==> src/verilog/plcst_pkg.sv <==
// Purpose: constants and types for the operating-state controller
// Assumes: one clock at 50 MHz, synchronous active-low reset
// Notes: register map is reached over APB, 32-bit aligned words
package plcst_pkg;
   localparam logic [7:0] ADDR_CTRL   = 8'h00;
   localparam logic [7:0] ADDR_CMD    = 8'h04;
   localparam logic [7:0] ADDR_STATUS = 8'h08;
   localparam logic [7:0] ADDR_DIAG   = 8'h0C;
   localparam logic [7:0] ADDR_ACTION = 8'h10;

   localparam int CTRL_START_HALT = 0;
   localparam int CTRL_REMOTE_EN  = 1;
   localparam int CTRL_SLAVE_MODE = 2;

   localparam int CMD_PC_HALT = 0;
   localparam int CMD_PC_RUN  = 1;
   localparam int CMD_PC_COLD = 2;
   localparam int CMD_XFER    = 3;
   localparam int CMD_ERR_ACK = 4;

   localparam logic [2:0] CTRL_RESET = 3'h0;
   localparam logic [7:0] DIAG_RESET = 8'h00;

   localparam int DIAG_HW_ERR   = 0;
   localparam int DIAG_PRG_ERR  = 1;
   localparam int DIAG_COPY_DN  = 2;
   localparam int DIAG_UPDT_DN  = 3;
   localparam int DIAG_XFER_HLT = 4;

   typedef enum logic [1:0] {
      PLCST_SEL_HALT = 2'h0,
      PLCST_SEL_RUN  = 2'h1,
      PLCST_SEL_RUNM = 2'h2
   } plcst_sel_type;

   typedef enum logic [6:0] {
      PLCST_POWER = 7'h01,
      PLCST_TEST  = 7'h02,
      PLCST_CMP   = 7'h04,
      PLCST_READY = 7'h08,
      PLCST_RUN   = 7'h10,
      PLCST_FIN   = 7'h20,
      PLCST_STOP  = 7'h40
   } plcst_state_type;

   // action strobes to the program memory and data areas
   typedef struct packed {
      logic copy_to_ram;
      logic update_module;
      logic cold_clear;
      logic warm_start;
   } plcst_act_type;

   typedef struct packed {
      logic executing;
      logic ready;
      logic stopped;
   } plcst_mode_type;
endpackage : plcst_pkg

==> src/verilog/plcst_apb.sv <==
// Purpose: APB slave for the state controller registers
// Assumes: zero wait states, 32-bit aligned registers
// Notes: writes to CMD produce one-cycle pulses; unmapped reads return zero with pslverr
`timescale 1ns/1ns
`default_nettype none
module plcst_apb
   import plcst_pkg::*;
(
   input  wire logic        mclk_i,
   input  wire logic        rst_n_i,
   input  wire logic        ce_i,
   input  wire logic        psel_i,
   input  wire logic        penable_i,
   input  wire logic        pwrite_i,
   input  wire logic [7:0]  paddr_i,
   input  wire logic [31:0] pwdata_i,
   output var  logic [31:0] prdata_o,
   output logic             pready_o,
   output logic             pslverr_o,
   input  wire logic [31:0] status_i,
   input  wire logic [31:0] diag_i,
   input  wire logic [31:0] action_i,
   output var  logic [2:0]  ctrl_o,
   output var  logic [4:0]  cmd_o
);
   wire acc        = psel_i & penable_i & ce_i;
   wire wr         = acc & pwrite_i;
   wire hit_ctrl   = (paddr_i == ADDR_CTRL);
   wire hit_cmd    = (paddr_i == ADDR_CMD);
   wire hit_status = (paddr_i == ADDR_STATUS);
   wire hit_diag   = (paddr_i == ADDR_DIAG);
   wire hit_act    = (paddr_i == ADDR_ACTION);
   wire mapped     = hit_ctrl | hit_cmd | hit_status | hit_diag | hit_act;
   wire [31:0] rd_mux = hit_ctrl   ? {29'h0, ctrl_o} :
                        hit_status ? status_i :
                        hit_diag   ? diag_i :
                        hit_act    ? action_i : 32'h0;

   assign pready_o  = 1'b1;
   assign pslverr_o = psel_i & penable_i & ~mapped;

   always_ff @(posedge mclk_i) begin
      if (!rst_n_i) begin
         ctrl_o   <= CTRL_RESET;
         cmd_o    <= 5'h00;
         prdata_o <= 32'h0;
      end else if (ce_i) begin
         cmd_o <= (wr & hit_cmd) ? pwdata_i[4:0] : 5'h00;
         if (wr & hit_ctrl) ctrl_o <= pwdata_i[2:0];
         if (psel_i & ~penable_i & ~pwrite_i) prdata_o <= rd_mux;
      end
   end
endmodule : plcst_apb
`default_nettype wire

==> src/verilog/plcst_ctrl.sv <==
// Purpose: operating-state controller of the logic controller
// Assumes: button, power-up, flap and error inputs are synchronous one-cycle events
// Notes: program memories answer the compare through done/status handshakes
`timescale 1ns/1ns
`default_nettype none
module plcst_ctrl
   import plcst_pkg::*;
(
   input  wire logic          mclk_i,
   input  wire logic          rst_n_i,
   input  wire logic          ce_i,
   input  wire logic          psel_i,
   input  wire logic          penable_i,
   input  wire logic          pwrite_i,
   input  wire logic [7:0]    paddr_i,
   input  wire logic [31:0]   pwdata_i,
   output var  logic [31:0]   prdata_o,
   output logic               pready_o,
   output logic               pslverr_o,
   input  wire plcst_sel_type sel_i,
   input  wire logic          reset_btn_i,
   input  wire logic          power_up_i,
   input  wire logic          power_fail_i,
   input  wire logic          flap_i,
   input  wire logic          selftest_done_i,
   input  wire logic          selftest_fail_i,
   input  wire logic          hw_error_i,
   input  wire logic          prog_fault_i,
   input  wire logic          master_halt_i,
   input  wire logic          master_run_i,
   input  wire logic          cycle_end_i,
   input  wire logic          cmp_done_i,
   input  wire logic          cmp_differ_i,
   input  wire logic          module_bad_i,
   input  wire logic          ram_valid_i,
   input  wire logic          module_boot_i,
   output var  plcst_mode_type mode_o,
   output var  plcst_act_type  act_o,
   output var  logic          prog_exec_o,
   output var  logic          out_enable_o,
   output var  logic          out_clear_o,
   output var  logic          selftest_start_o,
   output var  logic          cmp_start_o
);
   plcst_state_type state_reg, state_next;
   logic [7:0]  diag_reg;
   logic        err_pend_reg;
   logic        cold_reg;
   logic        fin_to_run_reg;
   logic        run_req_reg;
   logic [2:0]  ctrl;
   logic [4:0]  cmd;

   plcst_apb u_apb (
      .mclk_i    (mclk_i),
      .rst_n_i   (rst_n_i),
      .ce_i      (ce_i),
      .psel_i    (psel_i),
      .penable_i (penable_i),
      .pwrite_i  (pwrite_i),
      .paddr_i   (paddr_i),
      .pwdata_i  (pwdata_i),
      .prdata_o  (prdata_o),
      .pready_o  (pready_o),
      .pslverr_o (pslverr_o),
      .status_i  ({25'h0, state_reg}),
      .diag_i    ({24'h0, diag_reg}),
      .action_i  ({28'h0, act_o}),
      .ctrl_o    (ctrl),
      .cmd_o     (cmd)
   );

   wire start_halt = ctrl[CTRL_START_HALT];
   wire remote_ok  = ctrl[CTRL_SLAVE_MODE] & ctrl[CTRL_REMOTE_EN];
   wire rem_halt   = remote_ok & master_halt_i;
   wire rem_run    = remote_ok & master_run_i & ~master_halt_i;
   wire pc_halt    = cmd[CMD_PC_HALT];
   wire pc_run     = cmd[CMD_PC_RUN];
   wire pc_cold    = cmd[CMD_PC_COLD];
   wire pc_xfer    = cmd[CMD_XFER];
   wire err_ack    = cmd[CMD_ERR_ACK] | reset_btn_i;
   wire sel_halt   = (sel_i == PLCST_SEL_HALT);
   wire sel_runm   = (sel_i == PLCST_SEL_RUNM);
   wire fault_in   = hw_error_i | prog_fault_i;
   wire halt_boot  = start_halt & (pc_xfer | module_boot_i);
   // acknowledge leaves stopped only once no fault is still pending
   wire err_clear  = ~err_pend_reg & ~fault_in;
   wire run_start  = reset_btn_i & ~sel_halt | pc_run | pc_cold | rem_run;

   always_comb begin
      state_next = state_reg;
      unique case (state_reg)
         PLCST_POWER: state_next = PLCST_TEST;
         PLCST_TEST:
            if (selftest_done_i)
               state_next = selftest_fail_i ? PLCST_STOP : PLCST_CMP;
         PLCST_CMP:
            if (cmp_done_i)
               state_next = (sel_halt & ~run_req_reg) ? PLCST_READY : PLCST_RUN;
         PLCST_READY:
            if (run_start) state_next = PLCST_CMP;
         PLCST_RUN:
            if ((reset_btn_i & sel_halt) | pc_halt | rem_halt | flap_i)
               state_next = PLCST_READY;
         PLCST_FIN:
            if (cycle_end_i) state_next = fin_to_run_reg ? PLCST_RUN : PLCST_READY;
         PLCST_STOP:
            if (err_ack & err_clear)
               state_next = sel_halt & reset_btn_i ? PLCST_READY : PLCST_CMP;
         default: state_next = PLCST_POWER;
      endcase
      if (flap_i & (state_reg != PLCST_STOP)) state_next = PLCST_READY;
      if (fault_in) state_next = PLCST_STOP;
      if (halt_boot) state_next = PLCST_STOP;
      if (power_up_i)
         state_next = (state_reg == PLCST_RUN) & ~sel_runm ? PLCST_FIN :
                      (state_reg == PLCST_STOP) & ~sel_runm & ~err_clear ? PLCST_STOP :
                      PLCST_TEST;
      if (power_fail_i) state_next = PLCST_POWER;
   end

   always_ff @(posedge mclk_i) begin
      if (!rst_n_i) begin
         state_reg      <= PLCST_POWER;
         diag_reg       <= DIAG_RESET;
         err_pend_reg   <= 1'b0;
         cold_reg       <= 1'b0;
         fin_to_run_reg <= 1'b0;
         run_req_reg    <= 1'b0;
      end else if (ce_i) begin
         state_reg <= state_next;
         // fault latch: set wins over acknowledge
         err_pend_reg <= fault_in | (err_pend_reg & ~(err_ack & ~hw_error_i));
         if (power_up_i) fin_to_run_reg <= ~sel_halt;
         // run request kept across the compare
         // command pulses are gone by the time the compare ends
         if (state_reg != PLCST_CMP) run_req_reg <= pc_run | pc_cold | rem_run;
         if ((power_up_i & sel_runm) |
             ((state_reg == PLCST_READY | state_reg == PLCST_STOP) &
              ((reset_btn_i & sel_runm) | pc_cold)))
            cold_reg <= 1'b1;
         else if (state_reg == PLCST_RUN)
            cold_reg <= 1'b0;
         if (reset_btn_i | cmd[CMD_ERR_ACK])
            diag_reg <= DIAG_RESET;
         diag_reg[DIAG_HW_ERR]   <= hw_error_i | selftest_fail_i |
                                    (diag_reg[DIAG_HW_ERR] & ~err_ack);
         diag_reg[DIAG_PRG_ERR]  <= prog_fault_i | (diag_reg[DIAG_PRG_ERR] & ~err_ack);
         diag_reg[DIAG_COPY_DN]  <= act_o.copy_to_ram | (diag_reg[DIAG_COPY_DN] & ~err_ack);
         diag_reg[DIAG_UPDT_DN]  <= act_o.update_module | (diag_reg[DIAG_UPDT_DN] & ~err_ack);
         diag_reg[DIAG_XFER_HLT] <= halt_boot | (diag_reg[DIAG_XFER_HLT] & ~err_ack);
      end
   end

   always_ff @(posedge mclk_i) begin
      if (!rst_n_i) begin
         mode_o           <= '0;
         act_o            <= '0;
         prog_exec_o      <= 1'b0;
         out_enable_o     <= 1'b0;
         out_clear_o      <= 1'b1;
         selftest_start_o <= 1'b0;
         cmp_start_o      <= 1'b0;
      end else if (ce_i) begin
         mode_o.executing <= (state_next == PLCST_RUN) | (state_next == PLCST_FIN);
         mode_o.stopped   <= (state_next == PLCST_STOP);
         mode_o.ready     <= ~((state_next == PLCST_RUN) | (state_next == PLCST_FIN) |
                               (state_next == PLCST_STOP));
         prog_exec_o  <= (state_next == PLCST_RUN) | (state_next == PLCST_FIN);
         // outputs cleared for the finishing cycle, like a warm restart
         out_enable_o <= (state_next == PLCST_RUN);
         out_clear_o  <= (state_next != PLCST_RUN);
         selftest_start_o <= (state_reg != PLCST_TEST) & (state_next == PLCST_TEST);
         cmp_start_o      <= (state_reg != PLCST_CMP) & (state_next == PLCST_CMP);
         act_o.copy_to_ram   <= (state_reg == PLCST_CMP) & cmp_done_i & cmp_differ_i & ~module_bad_i;
         act_o.update_module <= pc_xfer |
                                ((state_reg == PLCST_CMP) & cmp_done_i & module_bad_i & ram_valid_i);
         act_o.cold_clear    <= (state_reg != PLCST_RUN) & (state_next == PLCST_RUN) & cold_reg;
         act_o.warm_start    <= (state_reg != PLCST_RUN) & (state_next == PLCST_RUN) & ~cold_reg;
      end
   end

   a_ready_outputs_off: assert property (@(posedge mclk_i) disable iff (!rst_n_i)
      mode_o.ready |-> !out_enable_o && !prog_exec_o) else $error("ready with outputs on");
   a_fault_stops: assert property (@(posedge mclk_i) disable iff (!rst_n_i)
      ce_i && fault_in && !power_fail_i && !power_up_i |=> mode_o.stopped)
      else $error("fault did not stop");
   // single state
   // mode_o still holds its all-zero reset value at the first edge after release
   a_one_state: assert property (@(posedge mclk_i) disable iff (!rst_n_i)
      $past(rst_n_i) |-> $onehot({mode_o.executing, mode_o.ready, mode_o.stopped}))
      else $error("state not unique");
   a_flap_ready: assert property (@(posedge mclk_i) disable iff (!rst_n_i)
      ce_i && flap_i && !fault_in && !halt_boot && !power_up_i && !power_fail_i
      && state_reg != PLCST_STOP |=> state_reg == PLCST_READY) else $error("flap ignored");
   a_halt_boot: assert property (@(posedge mclk_i) disable iff (!rst_n_i)
      ce_i && halt_boot && !power_up_i && !power_fail_i |=> state_reg == PLCST_STOP)
      else $error("halt start ignored");
   a_xfer_update: assert property (@(posedge mclk_i) disable iff (!rst_n_i)
      ce_i && pc_xfer |=> act_o.update_module) else $error("no module update");
   a_exec_state: assert property (@(posedge mclk_i) disable iff (!rst_n_i)
      prog_exec_o |-> (state_reg == PLCST_RUN || state_reg == PLCST_FIN))
      else $error("exec outside run");
   a_stop_held: assert property (@(posedge mclk_i) disable iff (!rst_n_i)
      ce_i && state_reg == PLCST_STOP && err_pend_reg && !power_fail_i && !power_up_i
      |=> state_reg == PLCST_STOP) else $error("left stop with fault");
   a_selftest_fail: assert property (@(posedge mclk_i) disable iff (!rst_n_i)
      ce_i && state_reg == PLCST_TEST && selftest_done_i && selftest_fail_i && !power_fail_i
      && !power_up_i |=> state_reg == PLCST_STOP) else $error("self-test fail ignored");
   a_remote_halt: assert property (@(posedge mclk_i) disable iff (!rst_n_i)
      ce_i && state_reg == PLCST_RUN && rem_halt && !fault_in && !halt_boot && !power_up_i
      && !power_fail_i |=> state_reg == PLCST_READY) else $error("remote halt ignored");
   a_reset_ack_only: assert property (@(posedge mclk_i) disable iff (!rst_n_i)
      ce_i && state_reg == PLCST_RUN && reset_btn_i && !sel_halt && !pc_halt && !rem_halt
      && !flap_i && !fault_in && !halt_boot && !power_up_i && !power_fail_i
      |=> state_reg == PLCST_RUN && !diag_reg[DIAG_PRG_ERR]) else $error("run reset changed state");
   a_run_request: assert property (@(posedge mclk_i) disable iff (!rst_n_i)
      ce_i && state_reg == PLCST_READY && (pc_run || pc_cold) && !flap_i && !fault_in
      && !halt_boot && !power_up_i && !power_fail_i |=> state_reg == PLCST_CMP && run_req_reg)
      else $error("start request lost");
   a_cmp_to_run: assert property (@(posedge mclk_i) disable iff (!rst_n_i)
      ce_i && state_reg == PLCST_CMP && cmp_done_i && run_req_reg && !flap_i && !fault_in
      && !halt_boot && !power_up_i && !power_fail_i |=> state_reg == PLCST_RUN)
      else $error("compare did not run");
endmodule : plcst_ctrl
`default_nettype wire

==> config.mk <==
export PLATFORM = sky130hd
export DESIGN_NAME = plcst_ctrl
export DESIGN_NICKNAME = d
export VERILOG_FILES = /design/src/verilog/plcst_pkg.sv /design/src/verilog/plcst_apb.sv /design/src/verilog/plcst_ctrl.sv
export SDC_FILE = /design/constraint.sdc
export NUM_CORES = 1
export LEC_CHECK = 0
export ABC_AREA = 1
export BUFFER_PORTS_ARGS = -buffer_cell sky130_fd_sc_hd__buf_2
export CAP_MARGIN = 20
export CELL_PAD_IN_SITES_DETAIL_PLACEMENT = 1
export CELL_PAD_IN_SITES_GLOBAL_PLACEMENT = 1
export CORE_MARGIN = 3
export CORE_UTILIZATION = 25
export DETAILED_ROUTE_END_ITERATION = 6
export PLACE_DENSITY = 0.73
export SYNTH_ARGS = -nofsm -noshare
export SYNTH_HDL_FRONTEND = slang
export SYNTH_SLANG_ARGS = --single-unit
==> constraint.sdc <==
create_clock -name mclk_i -period 3.9 [get_ports mclk_i]
set_input_delay 0.39 -clock mclk_i [delete_from_list [all_inputs] [get_ports mclk_i]]
set_output_delay 0.39 -clock mclk_i [all_outputs]
set_load 0.005 [all_outputs]
# == After elaboration in Yosys (flattened, before gate mapping) ==
# Index checks and enable logic that the tools add are counted.
# totals
ff_bits,67
input_bits,64
word_cells,161
# classes
eq_ne,22
muxes,25
bitwise,86
reduce_logical,8
# op_table
operator,count
$mux 7,14
$mux 32,3
$pmux 7 s7,1
$and 1x1->1,42
$or 1x1->1,28
$eq 8x4->1 const B,2
$not 1->1,16
$mux 5,3
$eq 7x2->1 const B,2
$eq 7x3->1 const B,2
$eq 7x5->1 const B,2
$eq 7x6->1 const B,2
$eq 7x7->1 const B,2
$ne 7x5->1 const B,2
$reduce_and 2->1,5
$eq 8x3->1 const B,1
$eq 8x5->1 const B,1
$logic_not 8->1,1
$mux 4,2
$eq 7x1->1 const B,1
$eq 7x4->1 const B,1
$ne 7x2->1 const B,1
$ne 7x3->1 const B,1
$ne 7x7->1 const B,1
other kinds (4),5

# == Depth between registers and ports, before layout ==
# Gate-level depths: netlist of the first run.
# logic_depth
ltp_word,17
mapped_depth,11

# == By module ==
# Synthesis of the first run repeated with hierarchy kept, for this count alone.
# unflattened
hier_cells,617
area_unflattened_um2,3938.8
# by_module_without_submodules
module,n_inst,cells_each,area_per_inst_um2,seq_area_each_um2
plcst_apb,1,360,2263.4,800.8
plcst_ctrl,1,257,1675.4,540.5

# == Least setup slack after synthesis of the first run ==
# Ideal clock, no wire load.
# synth_timing
kind,input port to output port
from,in paddr_i[1]
to,out pslverr_o
arrival_ns,1.053
t_required_ns,3.510
setup_slack_ns,2.457
stages,4
path_cell_list,nor2_1 -> nand3_1 -> nor3_1 -> nor3_1
# synth_via
elab_chain_len,7
elab_cells_between_ends,11
cone_classes,eq/ne: 4; bitwise: 6; reduce/logical: 1
# synth_lines
element,line,rtl
"start, declared",plcst_ctrl.sv:15,"input wire logic [7:0] paddr_i,"
$eq 8x3->1 or $logic_not 8->1 (tied branches),"plcst_apb.sv:29, plcst_apb.sv:28",
$or 1x1->1 (3 in series),plcst_apb.sv:33,wire mapped = hit_ctrl | hit_cmd | hit_status | hit_diag | hit_act;
$or 1x1->1 (*),plcst_apb.sv:33,
$not 1->1 (*),plcst_apb.sv:40,assign pslverr_o = psel_i & penable_i & ~mapped;
$and 1x1->1 (*),plcst_apb.sv:40,
"end, declared",plcst_ctrl.sv:19,"output logic pslverr_o,"
# Every way passes the cells marked *; elsewhere a longest branch is shown, timed or not.

# == Final worst setup path of the first run ==
# Same ends and word-level chain as after synthesis.

==> results, run 1 <==
- The run finished with clean final reports.
- The H-tree was split into 2 levels.
- The area taken by flip-flops and latches is 841 µm².
- At the pin with the least slew margin, the transition time is ~0.75 ns.
- The final sum of negative setup slack is 0 ns.
- The global-route wire length before repair is 13,300 µm.
- The number of hold buffers added after CTS was 0.
- The slowest library cell on the worst path is sky130_fd_sc_hd__nor3_1.
- The worst hold slack is roughly 0.34 ns.
- After detailed routing, the average wire length per cell comes to 14.0 µm.
- The share of post-route cells with drive strength above 1 is about 19%.
- In this run the cell area of the synthesized design comes to 2550 µm².
- The total clock buffers created by CTS is 5.
- In this run, synthesis produced a sequential element count of 42.
- The critical path starts at paddr_i[1].
- Summing all non-filler instances in the final layout gives an area of 2940 µm².
- The sequential fraction of the synthesis area is between 30 and 40%.
- The worst path uses between 40% and 50% of the clock period.
- The clock net in this run drives a total of 42 sinks.
- In the layout the commonest cells are sky130_fd_sc_hd__nand2_1, sky130_fd_sc_hd__buf_2, sky130_fd_sc_hd__nor2_1.
- A synthesized cell averages between 6 and 7 µm².
- The total half-perimeter wirelength after legalization and detailed placement is 6450 µm.
- The count of synthesis-stage warnings from yosys is 0.
- In the synthesized netlist the dominant register cell turns out to be sky130_fd_sc_hd__dfxtp_1.
- The number of hold violations in the final report is 0.
- The worst setup path is captured at an output pin.
- The number of antenna diodes in the final layout is 0.
- The net count of the finished layout is roughly 510.
- The number of distinct standard cells referenced by the synthesized netlist is 31.
- The later-pin clock latency in the skew report is roughly 0.3 ns.
- The endpoint required time on the critical path is about 3.5 ns.
- The startpoint kind of the worst setup timing path is a primary input.
- In this run the register-to-register setup slack is 2.07 ns.
- The worst register-to-register path has a depth of 7.
- The first detailed-routing pass took 4 iterations.
- The setup path with the least slack is of type primary input to output pin.
- For this run, the top clock speed supported by timing is 0.517 GHz.
- The clock tree root driver cell is sky130_fd_sc_hd__clkbuf_8.
- The worst voltage drop across the vdd grid is 0.139 mV.
- The most common cell after layout, fill and taps aside is sky130_fd_sc_hd__nand2_1.
- The initial antenna violation count came to 0.
- The maximum number of pins on one net before global-route repair is 40.
- The initial utilization of the core area, before any placement, comes to 25.8%.
- The max-capacitance violation count is 0.
- Post-CTS timing repair inserted 0 buffers for setup.
- Measured against its own limit, the worst slew margin works out to roughly half.
- Global routing finished with a remaining overflow of 0.
- The worst register-to-register path begins at u_apb.cmd_o[3].
- The sum of routed wire length over all layers is 8150 µm.
- The number of cells produced by synthesis is 398.
- The final setup skew is 0.00251 ns.
- At the end of routability-driven placement, the weighted congestion stood at 0.847.
- The post-detailed-route via-to-cell ratio is 4.52.
- The number of DRC markers in iteration 0 is 132.
- The via count of the first global-routing pass came to 2,688.
- The total of endpoints with negative setup slack in the final report is 0.
- By area the synthesized netlist is led by sky130_fd_sc_hd__dfxtp_1, sky130_fd_sc_hd__nand2_1, sky130_fd_sc_hd__buf_4.
- For this design the static power due to leakage is 1.40 nW.
- The floorplan step set the die height to ~110 µm.
- The biggest area consumer among synthesized cells is sky130_fd_sc_hd__dfxtp_1.
- Following the worst setup path forward leads to its endpoint at pslverr_o.
- The standard-cell row count is 36.
- Setup repair after global routing left no endpoint under its margin.
- The wire length on met3 is 393 µm.
- The uppermost layer routed is met4.
- For this block, the via count after detailed routing is 2,634.
- The sum of routed wire segments on met1 is 3580 µm.
- The number of pins exceeding their max-slew limit in the final report came to 0.
- The delay of the slowest cell on the worst path is roughly 0.48 ns.
- The count of antenna-violating nets left after detailed routing is 0.
- After detailed routing, the number of remaining DRC violations is 0.
- Counting I/O delays and the setup requirement, the final critical path takes around 1.9 ns.
- The path type of the worst min-delay path is primary input to register.
- The filler cells instantiated in the layout total 1,293.
- After detailed placement, the total cell area comes to 2850 µm².
- Walking the worst path, the cells encountered are buf_2 -> nor2_1 -> nand3_1 -> nor3_1 -> nor3_1 -> buf_2.
- The die boundary width is 107 µm.
- The async set-or-reset flop fraction in the synthesized netlist is 0%.
- The fraction of the core area covered by cells at the end of the flow is 29.8%.
- Global routing used 14.6% of the available tracks across all layers.
- Summed over all nets, wire length on met2 after detailed routing comes to 4140 µm.
- Clock-pin slew was measured on the worst setup and hold paths at 0.08 ns.
- The number of enable-type register cells in the synthesized netlist is 0.
- In this run, post-CTS repair resized a total of 0 instances.
- The count of input and output buffers is between 50 and 60.
- The buffer depth of the longest clock path is 2.
- The terminus of the critical flop-to-flop path is out_enable_o.
- The signal arrival time at the worst endpoint is 1.55 ns.
- TritonCTS built the clock tree.
- Summed over its instances, the top area cell type makes up 33.0% of the synthesized netlist area.
- The die footprint is 11,400 µm².
- The maximum fanout encountered on the critical timing path is 5.
- The total area of multi-input combinational cells is approximately 1400 µm².
- The areal power density over the cells is 308 nW/µm².
- The I/O pin count is 110.
- From synthesis to final layout, the design area changed by 15.5%.
- The core area is slightly below 10,000 µm².
==> Yosys cell counts (4+ instances only) <==
| library cell | number |
|---|---|
| sky130_fd_sc_hd__buf_4 | 27 |
| sky130_fd_sc_hd__nor2_1 | 53 |
| sky130_fd_sc_hd__nand2_1 | 85 |
| sky130_fd_sc_hd__inv_1 | 47 |
| sky130_fd_sc_hd__nor2_2 | 7 |
| sky130_fd_sc_hd__o21ai_0 | 27 |
| sky130_fd_sc_hd__a21oi_1 | 35 |
| sky130_fd_sc_hd__nand3_1 | 25 |
| sky130_fd_sc_hd__nand4_1 | 7 |
| sky130_fd_sc_hd__clkbuf_1 | 8 |
| sky130_fd_sc_hd__inv_2 | 4 |
| sky130_fd_sc_hd__dfxtp_1 | 42 |
==> power by group <==
group / switching, W / internal, W / leakage, nW / total, W
registers: 0.0000154 / 0.000445 / 0.344 / 0.000461
clock network: 0.000161 / 0.000143 / 0.0472 / 0.000303
logic: 0.0000938 / 0.0000479 / 1.01 / 0.000142
total: 0.000270 / 0.000636 / 1.40 / 0.000906
==> how the worst min path moves through the flow <==
stage	depth (start not counted)	from	end
after detailed placement	2	u_apb.prdata_o[4]	u_apb.prdata_o[4]
after CTS	3	pwdata_i[1]	u_apb.ctrl_o[1]
after floorplan	2	u_apb.ctrl_o[0]	u_apb.ctrl_o[0]
final	3	pwdata_i[1]	u_apb.ctrl_o[1]
after global placement	2	diag_reg[3]	diag_reg[3]
after global routing	3	pwdata_i[1]	u_apb.ctrl_o[1]
==> per-layer routing <==
layer | vias to the layer above | global-route usage (%)
li1 | 1324 | -
met1 | 1243 | 17.9
met2 | 63 | 26.1
met3 | 4 | 2.83
met4 | 0 | 3.74
met5 | - | 0
==> stage by stage <==
stage	total power, W	setup WS (ns)	cells
after floorplan	0.000575	2.46	422
after global placement	0.000608	1.75	575
after detailed placement	0.000612	1.74	575
after CTS	0.000917	1.95	583
after global routing	0.000962	1.80	583
final	0.000906	1.96	583
==> logic make-up after synthesis <==
family	count (synthesis)	synth area share, %
AND/OR/NAND/NOR	192	33.9
buffers and inverters	87	16.8
AO/OA/AOI/OAI	75	16.0
flip-flops	42	33.0
other	2	0.295
==> critical path: cells and delay by family <==
family | cells | cell delay [ns]
buffers and inverters | 2 | 0.25
AND/OR/NAND/NOR | 4 | 0.89
==> area by class of cell <==
cell class                 instances  share of cell area [%]
multi-input combinational        293                    46.5
clock inverter                     2                   0.425
sequential                        42                    28.6
inverter                          51                    6.50
tap                              133                    5.65
timing repair buffer              56                    9.52
clock buffer                       6                    2.80
Power figures use the tool's default switching activity.
==> inputs of run 2 (changes only) <==
- PLACE_DENSITY: 0.73 -> 0.76
- clock period: 3.9 -> 1.75 ns (I/O delays scaled with it)
==> results, run 2 (synthesis results as in run 1) <==
- The run finished with clean final reports.
- The maximum fanout encountered on the critical timing path is 5.
- The detailed-route wire length per cell is 14.6 µm.
- The count of buffering cells on the critical path with inverters included is 1.
- The worst hold path belongs to the class primary input to register.
- The met2 routing resource usage after global routing is 27.8%.
- In this run the most used layer during global routing was met2.
- Across the whole layout, storage elements account for 851 µm².
- The detailed router finished its first iteration with between 100 and 150 violations.
- The number of vias in the routed layout is between 2,000 and 3,000.
- In the final layout, the share of cells above drive strength 1 is 24.5%.
- For this design the total switching power over the nets is roughly 0.0006 W.
- The switching share of power is 27.7%.
- The total half-perimeter wirelength after legalization and detailed placement is ~6800 µm.
- The clock net in this run drives a total of 42 sinks.
- For this design the static power due to leakage is 1.50 nW.
- Headroom to the max-slew limit came out at 58.8%.
- The buffer depth of the longest clock path is 2.
- The core area is a little under 10,000 µm².
- The kind of end point of the critical path is a register.
- The critical setup path kind is register to register.
- From synthesis to final layout, the design area changed by 22.6%.
- The height of the chip is 107 µm.
- Derived from the worst setup path, the maximum achievable clock frequency is 0.607 GHz.
- Global routing used about 15% of the available tracks.
- The total area of multi-input combinational cells is 1400 µm².
- At the end of the flow, the number of nets in the layout was 530.
- Clock latency on the worst-skew pair, taken at its later pin, is 0.30 ns.
- Entering global routing, the biggest net connects 37 pins.
- The layout has approximately 1,300 filler cells.
- 0 antenna diodes ended up in the layout.
- The final setup skew is roughly 0.0049 ns.
- Sequential cells burn 47.2% of the power.
- The internal power summed over all cells is approximately 0.0016 W.
- In this run the tool buffered the top-level ports with 56 buffer cells.
- STA classifies the critical path startpoint as a register.
- The total of endpoints with negative setup slack in the final report is 0.
- The global-route wire length before repair is 14,100 µm.
- The cell with the most instances on the worst path is sky130_fd_sc_hd__nand2_1.
- Clock-pin slew was measured on the worst setup and hold paths at around 0.080 ns.
- Global routing used under 10% of the available met3 tracks.
- Summed over all failing endpoints, the final setup total negative slack is 0 ns.
- Setup repair after global routing could not meet its margin everywhere.
- The effective utilization at floorplan is 25.8%.
- The floorplan step defined a die boundary enclosing 11,400 µm².
- The delay of the slowest cell on the worst path is roughly 0.37 ns.
- The standard-cell row count is 36.
- The worst-margin pin slew is 0.617 ns.
- The number of hold violations in the final report was 0.
- Overall power consumption after layout is estimated at 0.00218 W.
- The slowest library cell on the worst path is sky130_fd_sc_hd__dfxtp_2.
- The number of hold-repair buffers added at the cts stage is 0.
- The signal arrival time at the worst endpoint is 1.88 ns.
- The clock period could shrink to roughly 1.6 ns.
- The areal power density over the cells is 697 nW/µm².
- The number of search-and-repair iterations in the first detailed-routing pass is 4.
- Traced cell by cell, the critical path runs through nor2_4 -> nand2_1 -> nor2_2 -> nand2_1 -> nand3_1 -> nand4_1 -> nand2_1 -> inv_2 -> nor3_2.
- Using the TritonRoute via totals, the vias-per-cell ratio works out to between 4 and 5.
- The endpoint required time on the critical path is 1.98 ns.
- The met1 usage in global routing is 18.8%.
- The sum of routed wire length over all layers is slightly below 9000 µm.
- The fraction of the core area covered by cells at the end of the flow is 31.7%.
- The number of pins exceeding their max-slew limit in the final report is 0.
- The overflow left after global routing is 0.
- 110 I/O pins were placed.
- The H-tree was split into 2 levels.
- The detail route stage leaves a number of antenna-violating nets equal to 0.
- The remaining design rule violation count is 0.
- The total clock buffers created by CTS is 5.
- The worst-case IR drop observed on VDD is between 0.3 and 0.4 mV.
- The largest delay contributor family on the critical path is simple AND/OR/NAND/NOR gates.
- In the layout the commonest cells are sky130_fd_sc_hd__nand2_1, sky130_fd_sc_hd__buf_2, sky130_fd_sc_hd__nor2_1.
- The TritonCTS clock tree is done.
- Dividing the final minimum period by the clock period gives between 90% and 100%.
- The initial antenna violation count is 0.
- Per report_power, the clock group accounts for 36.7% of the total.
- The most common cell after layout, fill and taps aside is sky130_fd_sc_hd__nand2_1.
- Across the run, the number of max-cap violations was 0.
- The cell sitting at the root of the clock tree is a sky130_fd_sc_hd__clkbuf_8.
- The via count of the first global-routing pass came to 2,822.
- The congestion estimate from routability-driven global placement came to 0.898.
- The share of total power dissipated in combinational logic is 16.1%.
- The die boundary width is 107 µm.
## run 2: cell count changes in the layout (fill, tap and decap cells not counted), sizes merged
cell / change
clkinv: -1
clkinvlp: -1
bufinv: +1
buf: +17
## run 2: tightest hold or removal path: cells and delay by family
kind | cells | cell delay (ns)
simple gates | 1 | 0.05
buf+inv | 1 | 0.10
compound gates | 1 | 0.05
## run 2: path summary, 6_finish.rpt
| check | end | start | slack (ns) | cells past startpoint |
|---|---|---|---|---|
| worst max-delay path | out_enable_o | state_reg[6] | 0.10 | 9 |
| worst min-delay path | u_apb.cmd_o[3] | pwdata_i[3] | 0.12 | 3 |
| worst max register to register | out_enable_o | state_reg[6] | 0.10 | 9 |
| worst min register to register | u_apb.prdata_o[4] | u_apb.prdata_o[4] | 0.46 | 2 |
## run 2: metrics by stage
| step | worst slack, ns | hold slack (ns) | std cells | area, µm² |
|---|---|---|---|---|
| after floorplan | 0.419 | 0.310 | 422 | 2640 |
| after detailed placement | 0.0532 | 0.429 | 586 | 2930 |
| after global placement | 0.158 | 0.423 | 586 | 2930 |
| after CTS | 0.0388 | 0.112 | 593 | 3040 |
| after global routing | -0.0334 | 0.126 | 599 | 3130 |
| final | 0.101 | 0.119 | 599 | 3130 |
## run 2: repair_timing
action                                 CTS  global route
endpoints found under the hold margin    0             0
gates resized for setup                  0            16
buffers inserted                         0             6
setup endpoints to repair                0            15
## run 2: area by class of cell
type | count | area share, %
clock buffer | 6 | 2.64
clock inverter | 1 | 0.961
inverter | 51 | 6.12
multi-input combinational | 293 | 44.7
sequential | 42 | 27.2
tap | 133 | 5.32
timing repair buffer | 73 | 13.1
## run 2: power groups by stage
stage | Sequential, W | Combinational, W | Clock [W]
final | 0.00103 | 0.000350 | 0.000801
after CTS | 0.00103 | 0.000333 | 0.000814
after detailed placement | 0.00105 | 0.000331 | 0
after global placement | 0.00105 | 0.000318 | 0
after floorplan | 0.00104 | 0.000242 | 0
after global routing | 0.00103 | 0.000399 | 0.000856
## run 2: metal layers
metal	wire length, µm	vias up	part of all wire, %
li1	-	1353	-
met1	3800	1304	43
met2	4400	75	50
met3	393	13	4.5
met4	152	0	1.7
met5	0	-	0
==> inputs of run 3 (changes only) <==
--- a/config.mk
+++ b/config.mk
@@ -9,10 +9,9 @@
 export BUFFER_PORTS_ARGS = -buffer_cell sky130_fd_sc_hd__buf_2
 export CAP_MARGIN = 20
-export CELL_PAD_IN_SITES_DETAIL_PLACEMENT = 1
-export CELL_PAD_IN_SITES_GLOBAL_PLACEMENT = 1
 export CORE_MARGIN = 3
 export CORE_UTILIZATION = 25
+export CTS_CLUSTER_DIAMETER = 150
 export DETAILED_ROUTE_END_ITERATION = 6
-export PLACE_DENSITY = 0.76
+export PLACE_DENSITY = 0.57
 export SYNTH_ARGS = -nofsm -noshare
 export SYNTH_HDL_FRONTEND = slang
==> constraint.sdc (replaced) <==
create_clock -name mclk_i -period 1.75 [get_ports mclk_i]
set_input_delay 0.0875 -clock mclk_i [delete_from_list [all_inputs] [get_ports mclk_i]]
set_output_delay 0.0875 -clock mclk_i [all_outputs]
set_load 0.005 [all_outputs]
==> results, run 3 (synthesis results as in run 1) <==
- The flow ran to the end, and the final reports show no timing, DRC or antenna violations.
- Once detail routing completed, the nets flagged for antenna violations numbered 0.
- Along the worst path, the maximum fanout reaches 6.
- The height of the chip is 107 µm.
- Counting cells, the worst reg-to-reg path comes to 10.
- The buffer count from post-CTS setup fixing is 0.
- The leakage component of the power is 1.46 nW.
- During placement, the flow inserted port buffers numbering between 50 and 60.
- The tool flagged a number of max-cap violations equal to 0.
- Dividing the final minimum period by the clock period gives 93.2%.
- The cell count after placement is 584.
- The worst-margin pin slew is around 0.57 ns.
- The tightest min-delay check is of the primary input to register type.
- The final route contains 2,601 vias.
- The number of hold-repair buffers added at the cts stage is 0.
- The number of hold violations in the final report is 0.
- Routability-driven placement finished with a final weighted congestion of 0.931.
- The final setup skew is 0.0123 ns.
- 110 I/O pins were placed.
- STA puts the critical path data required time at 1.93 ns.
- The worst setup slack before clock tree synthesis is 0.0826 ns.
- The startpoint kind of the worst setup timing path is a register.
- The overflow left after global routing is 0.
- The clock edge transition at the registers on the reported setup and hold paths is around 0.090 ns.
- Timing would allow up to 0.613 GHz.
- After the first detailed-routing iteration, the DRC count stood at 173.
- The final worst setup slack is 0.120 ns.
- Headroom to the max-slew limit came out at 61.7%.
- The standard-cell row count is 36.
- The count of cells in the finished layout, fillers not included, comes to between 500 and 600.
- Once the floorplan was initialized, standard cells occupied between 20% and 30% of the core.
- The final sum of negative setup slack is 0 ns.
- Along the worst hold path, the cell count comes to 3.
- The tree built by TritonCTS fans out to between 40 and 50 sinks.
- The post-detailed-route via-to-cell ratio is between 4 and 5.
- Leaving out fill and tap cells, the most frequent cell in the layout is sky130_fd_sc_hd__nand2_1.
- Setup repair after global routing left no endpoint under its margin.
- For this run, design rule violations remaining after detail routing come to 0.
- The maximum number of pins on one net before global-route repair is 37.
- The H-tree generated during clock tree synthesis spans 2 levels.
- On the final layout, the worst hold slack is about 0.025 ns.
- The area growth from synthesis to layout is 19.6%.
- The overall fraction of global-route tracks in use is between 10% and 20%.
- After floorplanning, the core was sized to cover around 9900 µm².
- Detailed placement finished with a half-perimeter wire length of 5850 µm.
- TritonCTS built the clock tree.
- The longest clock path from root to sink contains 2 buffers.
- Clock tree synthesis selected as its root buffer the cell sky130_fd_sc_hd__clkbuf_8.
- The share of post-route cells with drive strength above 1 is 22.9%.
- For this block, the routed nets add up to ~7300 µm of wire.
- The worst-case IR drop observed on VDD is 0.288 mV.
- The final critical delay including setup and external delays is 1.63 ns.
- The number of antenna diodes in the final layout is 0.
- In the layout the commonest cells are sky130_fd_sc_hd__nand2_1, sky130_fd_sc_hd__buf_2, sky130_fd_sc_hd__nor2_1.
- The die covers 11,400 µm².
- The signal arrival time at the worst endpoint is 1.81 ns.
- The first global-routing pass estimated 11,600 µm of wire.
- STA classifies the critical path endpoint as a register.
- The net count of the finished layout is 522.
- The total clock buffers created by CTS is 5.
- The detailed-route wire length per cell is 12.4 µm.
- The pre-antenna-repair detailed-routing pass consisted of 4 iterations.
- The number of pins exceeding their max-slew limit in the final report is 0.
- The die is between 100 and 150 µm wide.
- The worst setup path is of the register to register kind.
- The fraction of the core area covered by cells at the end of the flow is 30.9%.
- The initial antenna violation count is 0.
- The later pin in the worst-skew pair is clocked with a latency of around 0.31 ns.
- In this run the power density over the cells is 707 nW/µm².
- The total of endpoints with negative setup slack in the final report is 0.
- The via count of the first global-routing pass is 2,387.
[run 3: cell types whose count changed in the layout (fill, tap and decap cells not counted), moves of 2 or more]
cell,delta
sky130_fd_sc_hd__nor2_2,+4
sky130_fd_sc_hd__dfxtp_2,-2
sky130_fd_sc_hd__nor2_1,-2
sky130_fd_sc_hd__nor2_4,-2
sky130_fd_sc_hd__dfxtp_1,+3
sky130_fd_sc_hd__buf_4,-8
[run 3: final cells by class]
type                       instances  area, µm²
fill                            1110       6810
tap                              133        166
inverter                          51        191
clock inverter                     3       43.8
timing repair buffer              65        348
multi-input combinational        293       1390
sequential                        42        845
clock buffer                       5       68.8
[run 3: worst max-delay path: stages (launching register included)]
cell and delay [ns]:
sky130_fd_sc_hd__dfxtp_1 0.38, sky130_fd_sc_hd__nor2_2 0.17, sky130_fd_sc_hd__nand2_4 0.10, sky130_fd_sc_hd__nor2_8 0.16, sky130_fd_sc_hd__inv_2 0.06, sky130_fd_sc_hd__nand2_2 0.08, sky130_fd_sc_hd__nor2_2 0.05, sky130_fd_sc_hd__nand2_2 0.07
sky130_fd_sc_hd__nand4_1 0.18, sky130_fd_sc_hd__nand2_1 0.17, sky130_fd_sc_hd__nand3_1 0.08
[run 3: power breakdown]
group          internal, W  switching, W  total (W)
Clock             0.000428      0.000377   0.000805
Combinational     0.000118      0.000206   0.000324
Sequential        0.000993     0.0000337    0.00103
Total              0.00154      0.000617    0.00216
[run 3: worst paths after layout]
| kind | start | end | slack (ns) |
|---|---|---|---|
| setup / recovery | state_reg[2] | out_clear_o | 0.12 |
| hold / removal | pwdata_i[3] | u_apb.cmd_o[3] | 0.02 |
| setup reg to reg | state_reg[2] | out_clear_o | 0.12 |
| hold reg to reg | u_apb.prdata_o[5] | u_apb.prdata_o[5] | 0.47 |
[run 3: metrics by stage]
stage / total power (W) / instance area (µm²)
after floorplan: 0.00128 / 2640
after global placement: 0.00136 / 2920
after detailed placement: 0.00137 / 2920
after CTS: 0.00217 / 3030
after global routing: 0.00225 / 3050
final: 0.00216 / 3050
[run 3: what timing repair did]
item                                    in CTS  in global routing
hold endpoints to repair                     0                  0
resized for setup                            0                 11
endpoints found under the setup margin       0                 10
[run 3: metal layers]
metal	global-route usage, %	routed length, µm	vias to the layer above
met5	0	0	-
met4	3.29	84	0
met3	2.41	450	10
met2	21.6	3310	81
met1	16.9	3510	1167
li1	-	-	1343
